**config.mk**
```make
export PLATFORM = sky130hd
export DESIGN_NAME = afr_top
export DESIGN_NICKNAME = d
export VERILOG_FILES = /design/src/common/afr_pkg.sv /design/src/design/afr_top.sv /design/src/design/afr_mem.sv
export SDC_FILE = /design/constraint.sdc
export NUM_CORES = 1
export LEC_CHECK = 0
export ABC_AREA = 1
export BUFFER_PORTS_ARGS = -buffer_cell sky130_fd_sc_hd__buf_2
export CORE_MARGIN = 2
export CORE_UTILIZATION = 41
export DETAILED_ROUTE_END_ITERATION = 7
export PLACE_DENSITY = 0.53
export SLEW_MARGIN = 20
export SYNTH_ARGS = -nofsm -noshare
export SYNTH_HDL_FRONTEND = slang
export SYNTH_SLANG_ARGS = --single-unit
```
**constraint.sdc**
```tcl
create_clock -name ref_clk -period 2.5 [get_ports ref_clk]
set_clock_uncertainty 0.1 [all_clocks]
set_input_delay 0.5 -clock ref_clk [delete_from_list [all_inputs] [get_ports ref_clk]]
set_output_delay 0.5 -clock ref_clk [all_outputs]
set_load 0.005 [all_outputs]
```
**src/common/afr_pkg.sv**
```systemverilog
/*
 Shared constants for the ADC FIFO serial readout block.
 Assumes one 250 MHz core clock and a slow serial link sampled by it.
*/
package afr_pkg;
    localparam int AFR_RESULT_W = 10;
    localparam int AFR_ENTRY_W = 16;
    localparam int AFR_LEAD_ZEROS = 4;
    localparam int AFR_TRAIL_ZEROS = 2;
    localparam int AFR_BYTE_W = 8;
    localparam int AFR_FIFO_DEPTH = 16;
    localparam int AFR_REG_W = 8;
    localparam int AFR_CODE_STEPS = 1024;
    localparam logic [7:0] AFR_REG_RESET = 8'h00;

    typedef enum logic [1:0] {
        AFR_IDLE = 2'b00,
        AFR_BUSY = 2'b01,
        AFR_DONE = 2'b11
    } afr_conv_t;

    function automatic logic [15:0] afr_pack(input logic [9:0] res);
        afr_pack = {4'h0, res, 2'h0};
    endfunction
endpackage

```
**src/design/afr_top.sv**
```systemverilog
/*
 Serial readout side of an ADC result FIFO, plus an 8-bit register load path.
 Assumes cs_n, sclk and din come from a host master on another clock; the
 converter core delivers 10-bit results as one-cycle pulses on ref_clk.
*/
// Overview of operation
// [RL1] Short first byte: next byte continues entry
// [RL2] Short second byte: drop entry remainder
// [RL3] Other stored entries stay intact
// [RL4] Host ignores four leading bits afterward
// [RL5] Short write updates MSB-first bits only
// [RL6] Early chip select aborts conversion, corrupts
// [RL7] Results are straight unsigned binary
// [RL8] Four zeros, ten data, two zeros
// [RL9] Sample on rising, shift on falling
// [RL10] Scan done drives end flag low
// [RL11] Full read advances to next entry
module afr_top
    import afr_pkg::*;
#(
    parameter int DEPTH = AFR_FIFO_DEPTH
) (
    input wire logic ref_clk,
    input wire logic rst_n,
    input wire logic cs_n,
    input wire logic sclk,
    input wire logic din,
    input wire logic res_valid,
    input wire logic [AFR_RESULT_W-1:0] res_data,
    input wire logic scan_start,
    input wire logic scan_last,
    input wire logic [AFR_REG_W-1:0] reg_sel,
    output logic dout,
    output logic eoc_n,
    output logic conv_abort,
    output logic [AFR_REG_W-1:0] cfg_out
);
    localparam int AW = $clog2(DEPTH);

    // Pointers wrap by their width, so the depth must be a power of two
    if (DEPTH < 2 || (DEPTH & (DEPTH - 1)) != 0) begin : g_bad_depth
        $error("DEPTH must be a power of two of at least 2");
    end

    function automatic logic [AW:0] ptr_inc(input logic [AW:0] ptr);
        return ptr + (AW + 1)'(1);
    endfunction

    function automatic logic edge_up(input logic was, input logic now);
        return !was && now;
    endfunction

    function automatic logic edge_down(input logic was, input logic now);
        return was && !now;
    endfunction

    ////////////////////////////////////////////////////////////////////
    // Synchronisers: first stage read only by second
    logic [1:0] cs_sync_reg, sclk_sync_reg, din_sync_reg;
    logic cs_d_reg, sclk_d_reg;

    always_ff @(posedge ref_clk) begin
        cs_sync_reg <= {cs_sync_reg[0], cs_n};
        sclk_sync_reg <= {sclk_sync_reg[0], sclk};
        din_sync_reg <= {din_sync_reg[0], din};
        cs_d_reg <= cs_sync_reg[1];
        sclk_d_reg <= sclk_sync_reg[1];
    end

    wire cs_low = ~cs_sync_reg[1];
    wire cs_fall = edge_down(cs_d_reg, cs_sync_reg[1]);
    wire cs_rise = edge_up(cs_d_reg, cs_sync_reg[1]);
    // Gated by select, so a serial clock running between frames is harmless
    wire sclk_rise = cs_low & edge_up(sclk_d_reg, sclk_sync_reg[1]);
    wire sclk_fall = cs_low & edge_down(sclk_d_reg, sclk_sync_reg[1]);

    ////////////////////////////////////////////////////////////////////
    // Conversion status
    afr_conv_t conv_reg, conv_next;
    logic [AW:0] wr_ptr_reg, rd_ptr_reg;
    wire fifo_empty = (wr_ptr_reg == rd_ptr_reg);
    wire fifo_full = (wr_ptr_reg[AW-1:0] == rd_ptr_reg[AW-1:0]) &&
                     (wr_ptr_reg[AW] != rd_ptr_reg[AW]);
    wire early_cs = cs_fall && (conv_reg == AFR_BUSY);
    // Code is plain binary, one step per VREF/1024: passed unchanged
    // A full store drops new results; the scan still ends
    wire wr_en = res_valid && (conv_reg == AFR_BUSY) && !fifo_full; // RL7

    always_comb begin
        conv_next = conv_reg;
        case (conv_reg)
            AFR_IDLE: begin
                if (scan_start) begin
                    conv_next = AFR_BUSY;
                end
            end
            AFR_BUSY: begin
                if (early_cs) begin
                    conv_next = AFR_IDLE; // RL6
                end else if (res_valid && scan_last) begin
                    conv_next = AFR_DONE; // RL10
                end
            end
            AFR_DONE: begin
                if (cs_fall) begin
                    conv_next = AFR_IDLE;
                end else if (scan_start) begin
                    conv_next = AFR_BUSY;
                end
            end
            default: conv_next = AFR_IDLE;
        endcase
    end

    // Abort empties the store: the corruption kept easy to recognise
    always_ff @(posedge ref_clk) begin
        if (!rst_n) begin
            conv_reg <= AFR_IDLE;
            wr_ptr_reg <= '0;
            eoc_n <= 1'b1;
            conv_abort <= 1'b0;
        end else begin
            conv_reg <= conv_next;
            eoc_n <= (conv_next != AFR_DONE); // RL10
            conv_abort <= early_cs; // RL6
            if (early_cs) begin
                wr_ptr_reg <= rd_ptr_reg; // RL6
            end else if (wr_en) begin
                wr_ptr_reg <= ptr_inc(wr_ptr_reg);
            end
        end
    end

    ////////////////////////////////////////////////////////////////////
    // Result store
    logic [AFR_ENTRY_W-1:0] rd_word;

    afr_mem #(.WIDTH(AFR_ENTRY_W), .DEPTH(DEPTH)) u_mem (
        .ref_clk(ref_clk),
        .wr_en(wr_en),
        .wr_addr(wr_ptr_reg[AW-1:0]),
        .wr_data(afr_pack(res_data)), // RL8
        .rd_addr(rd_ptr_reg[AW-1:0]),
        .rd_data(rd_word)
    );

    ////////////////////////////////////////////////////////////////////
    // Readout shifter
    logic [AFR_ENTRY_W-1:0] shift_reg;
    logic [4:0] bit_cnt_reg;
    logic loaded_reg;
    logic [AFR_REG_W-1:0] in_reg, cfg_reg;
    logic [3:0] in_cnt_reg;

    wire entry_open = loaded_reg && bit_cnt_reg != 5'h00;
    wire entry_done = sclk_fall && loaded_reg && bit_cnt_reg == 5'(AFR_ENTRY_W - 1);
    // Cut during first byte keeps the entry open; the next byte continues it
    wire entry_cut = cs_rise && entry_open && bit_cnt_reg < 5'(AFR_BYTE_W);
    // A cut on the byte boundary leaves the second byte whole for the next frame
    wire drop_short = cs_rise && entry_open && bit_cnt_reg > 5'(AFR_BYTE_W); // RL2
    wire entry_resume = cs_fall && entry_open;
    wire pop = entry_done | drop_short; // RL11

    always_ff @(posedge ref_clk) begin
        if (!rst_n) begin
            rd_ptr_reg <= '0;
            loaded_reg <= 1'b0;
            bit_cnt_reg <= 5'd0;
            shift_reg <= '0;
            dout <= 1'b0;
        end else begin
            if (pop) begin
                rd_ptr_reg <= ptr_inc(rd_ptr_reg); // RL3
                loaded_reg <= 1'b0;
                bit_cnt_reg <= 5'd0; // RL11
            end else if (cs_fall && !fifo_empty && !entry_open) begin
                loaded_reg <= 1'b1;
                shift_reg <= rd_word;
                dout <= rd_word[AFR_ENTRY_W-1]; // RL8
                bit_cnt_reg <= 5'd0;
            end else if (entry_cut) begin
                // No shift: the next byte starts at the first unread bit
                bit_cnt_reg <= 5'(AFR_BYTE_W); // RL1
            end else if (entry_resume) begin
                dout <= shift_reg[AFR_ENTRY_W-1]; // RL1
            end else if (sclk_fall && loaded_reg) begin
                shift_reg <= {shift_reg[AFR_ENTRY_W-2:0], 1'b0}; // RL9
                dout <= shift_reg[AFR_ENTRY_W-2];
                bit_cnt_reg <= bit_cnt_reg + 5'd1;
            end
        end
    end

    ////////////////////////////////////////////////////////////////////
    // Register write path: MSB first, partial writes keep low bits
    wire reg_commit = cs_rise && in_cnt_reg != 4'h0 && reg_sel != 8'h00;

    always_ff @(posedge ref_clk) begin
        if (!rst_n) begin
            in_reg <= AFR_REG_RESET;
            in_cnt_reg <= 4'h0;
        end else if (cs_fall) begin
            in_cnt_reg <= 4'h0;
            in_reg <= cfg_reg;
        end else if (sclk_rise && in_cnt_reg != 4'(AFR_REG_W)) begin
            in_reg[3'(AFR_REG_W - 1 - int'(in_cnt_reg))] <= din_sync_reg[1]; // RL9
            in_cnt_reg <= in_cnt_reg + 4'h1;
        end
    end

    always_ff @(posedge ref_clk) begin
        if (!rst_n) begin
            cfg_reg <= AFR_REG_RESET;
            cfg_out <= AFR_REG_RESET;
        end else begin
            cfg_out <= cfg_reg;
            if (reg_commit) begin
                // Commit at deselect so a cut write never shows half-shifted
                cfg_reg <= in_reg; // RL5
            end
        end
    end
endmodule

```
**src/design/afr_mem.sv**
```systemverilog
/*
 Small result store with registered read data.
 Assumes a single clock; write and read ports are independent.
*/
module afr_mem #(
    parameter int WIDTH = 16,
    parameter int DEPTH = 16
) (
    input wire logic ref_clk,
    input wire logic wr_en,
    input wire logic [$clog2(DEPTH)-1:0] wr_addr,
    input wire logic [WIDTH-1:0] wr_data,
    input wire logic [$clog2(DEPTH)-1:0] rd_addr,
    output logic [WIDTH-1:0] rd_data
);
    logic [WIDTH-1:0] mem_reg [DEPTH];

    always_ff @(posedge ref_clk) begin
        if (wr_en) begin
            mem_reg[wr_addr] <= wr_data;
        end
        rd_data <= mem_reg[rd_addr];
    end
endmodule

```
==> flow_metrics.tcl <==
set metrics [dict create \
    grt_overflow 0 \
    dr.first_iter.drc_count 465 \
    place.gp.congestion 0.8392 \
    cts_tree "built" \
    clock_latency_ps 550 \
    outcome "completed" \
    path_cells "nand2_1 > nand2_1 > nor2_4 > nand3b_1 > nand2_1 > inv_1 > nand2_1 > nor2_1 > buf_4" \
    critPathBufInv 2 \
    core_um2 23400 \
    layout_min_cycle_time_ps 2025 \
    fin_util 0.4829 \
    critPathArrivalTime_ps 2180 \
    tns_ps 0 \
    syn_inst 929 \
    ioPinCount 37 \
    fin_cells 1332 \
    path_clk_slew_ps 60 \
    via_count 6713 \
    synth_mux_area_frac 0 \
    power_density_nw_per_um2 761.3 \
    p_leak_nw 4.256 \
    grt_pass1_wl_um 35420 \
    syn_area_per_cell_um2 10.46 \
    ys_seq_elements 241 \
    dp_cells 1279 \
    fin_area_um2 11300 \
    slowest_delay_ps 490 \
    die_y_um 158.0 \
    period_share 0.8100 \
    synth_top_family_by_area "simple AND/OR/NAND/NOR gates" \
    cp_common_cell "nand2_1" \
    total_power_mw 8.603 \
    crit_start "wr_ptr_reg[0]" \
    clock_path_buffers 3 \
    regToRegSetupSlack_ps 470 \
    start_util 0.4153 \
    grt_usage 0.1818 \
    fill_cells 2217 \
    yosys.area.top_type "edfxtp_1" \
    htreeDepth 1 \
    slew_violations 0 \
    cts_sinks 241 \
    vias_per_cell 5.040 \
    setup_viol 0 \
    placed_area_um2 10390 \
    antenna_found_initial 0 \
    hold_viol 0 \
    synthAdderAreaFrac 0.01416 \
    row_count 56 \
    antennaDiodeCount 0 \
    final_layout_size_suffix_gt1_frac 0.1382 \
    tightest_slew_ps 860.6 \
    synth_area_um2 9718 \
    worst_path_max_delay_cell "dfxtp_1" \
    fmax_mhz 493.8 \
    dieArea_um2 24950 \
    r2r-start "wr_ptr_reg[0]" \
    hold_slack_ps 141.1 \
    required_ps 2650 \
    drc 0 \
    synth_compound_area_frac 0.1098 \
    mostFrequentLayoutCells "edfxtp_1 (160), nand2_1 (157), nor2_1 (155)" \
    synthTopCellsByArea "edfxtp_1 (49%), dfxtp_1 (17%), nand2_1 (6.1%), nor2_1 (6.0%), o21ai_0 (5.5%)" \
    io_buffers 36 \
    multi_input_area_um2 2880 \
    relSlewSlack 0.4262 \
    critical_path_class "flip-flop to flip-flop" \
    synth-simple-area-share 0.1661 \
    grt_start_max_net_pins 83 \
    cts_buffers 27 \
    maxCapViolCount 0 \
    postSynth.asyncResetShare 0 \
    synth_top_area_frac 0.4944 \
    largest_reg_flops 160 \
    crit_fanout 7 \
    ys.flop_type "edfxtp_1" \
    nNetsFinal 1029 \
    syn2layout_area_growth_pct 16.29 \
    dp_hpwl_um 14000 \
    crit_family "simple AND/OR/NAND/NOR gates" \
    grt_setup_unrepaired "no" \
    hold_path.class "input port to flip-flop" \
    ys_types 44 \
    layout_commonest_cell "edfxtp_1" \
    die_x_um 158.0 \
    drt-total-wl_um 22160 \
    clock_tree.root_cell "clkbuf_16" \
    finalWorstSetupSlack_ps 475.0 \
    critPathCaptureType "flip-flop" \
    cp-start-kind "flip-flop" \
    ant_nets 0 \
    post-place-ws_ps 518.3 \
    final-seq-area_um2 6427 \
    synthXorXnorAreaFrac 0.006309 \
    hp-start "scan_start" \
    synth_edf_count 160 \
    peakVddDrop_mv 0.6015 \
    ys_seq_area_frac 0.6613 \
    grt_pass1_vias 6433 \
    ys_warn_count 0 \
    firstDrtPassIters 5 \
    wire_per_inst_um 16.64 \
    synth.net_count 966 \
]
-- routing by layer --
| layer | global-route usage | part of all wire |
|---|---|---|
| met5 | 0 | 0 |
| met3 | 0.02792 | 0.045 |
| met4 | 0.04590 | 0.020 |
| met2 | 0.2996 | 0.47 |
| met1 | 0.2528 | 0.47 |
-- report_power, final --
group	internal [mW]	switching, mW
clock network	2.31	1.60
logic	0.114	0.227
registers	4.31	0.0379
total	6.74	1.87
-- Yosys cell counts (all sizes together) (2+ instances only) --
master / number
nand2: 163
o22ai: 26
a31oi: 2
o221ai: 16
a21oi: 26
ha: 11
nor2: 159
clkbuf: 33
dfxtp: 81
xor2: 6
nand3b: 2
nor4: 3
nand4: 4
o21ai: 106
buf: 7
inv: 61
nand3: 42
a22oi: 2
edfxtp: 160
nor3: 6
o211ai: 5
-- final cells by class --
class	instances	share of cell area
inverter	62	0.02081
clock inverter	9	0.007750
clock buffer	41	0.07064
tap	319	0.03532
timing repair buffer	74	0.04185
multi-input combinational	586	0.2549
sequential	241	0.5688
-- worst paths after layout --
check                                            to  cells past startpoint
worst max register to register  u_mem.mem_reg[4][0]                      9
worst min register to register      din_sync_reg[1]                      0
worst max-delay path            u_mem.mem_reg[4][0]                      9
worst min-delay path                    conv_reg[0]                      3
-- worst register-to-register path: stages (launching register included) --
cell	delay, ps
dfxtp_1	490
nand2_1	90
nand2_1	100
nor2_4	50
nand3b_1	70
nand2_1	110
inv_1	170
nand2_1	180
nor2_1	180
buf_4	190
-- what timing repair did --
action                                  4_1_cts  5_1_grt
hold endpoints to repair                      3        0
resized for setup                             0        0
hold buffers                                  3        0
endpoints found under the setup margin        0        0
buffers inserted                              0        0
-- logic make-up after synthesis --
family                     after synthesis
adders and majority gates               11
DFF                                    241
buffers and inverters                  102
xor gates and xnor gates                 7
AOI/OAI and AO/OA                      186
and+or+nand+nor                        382
(Power assumes the default switching activity.)
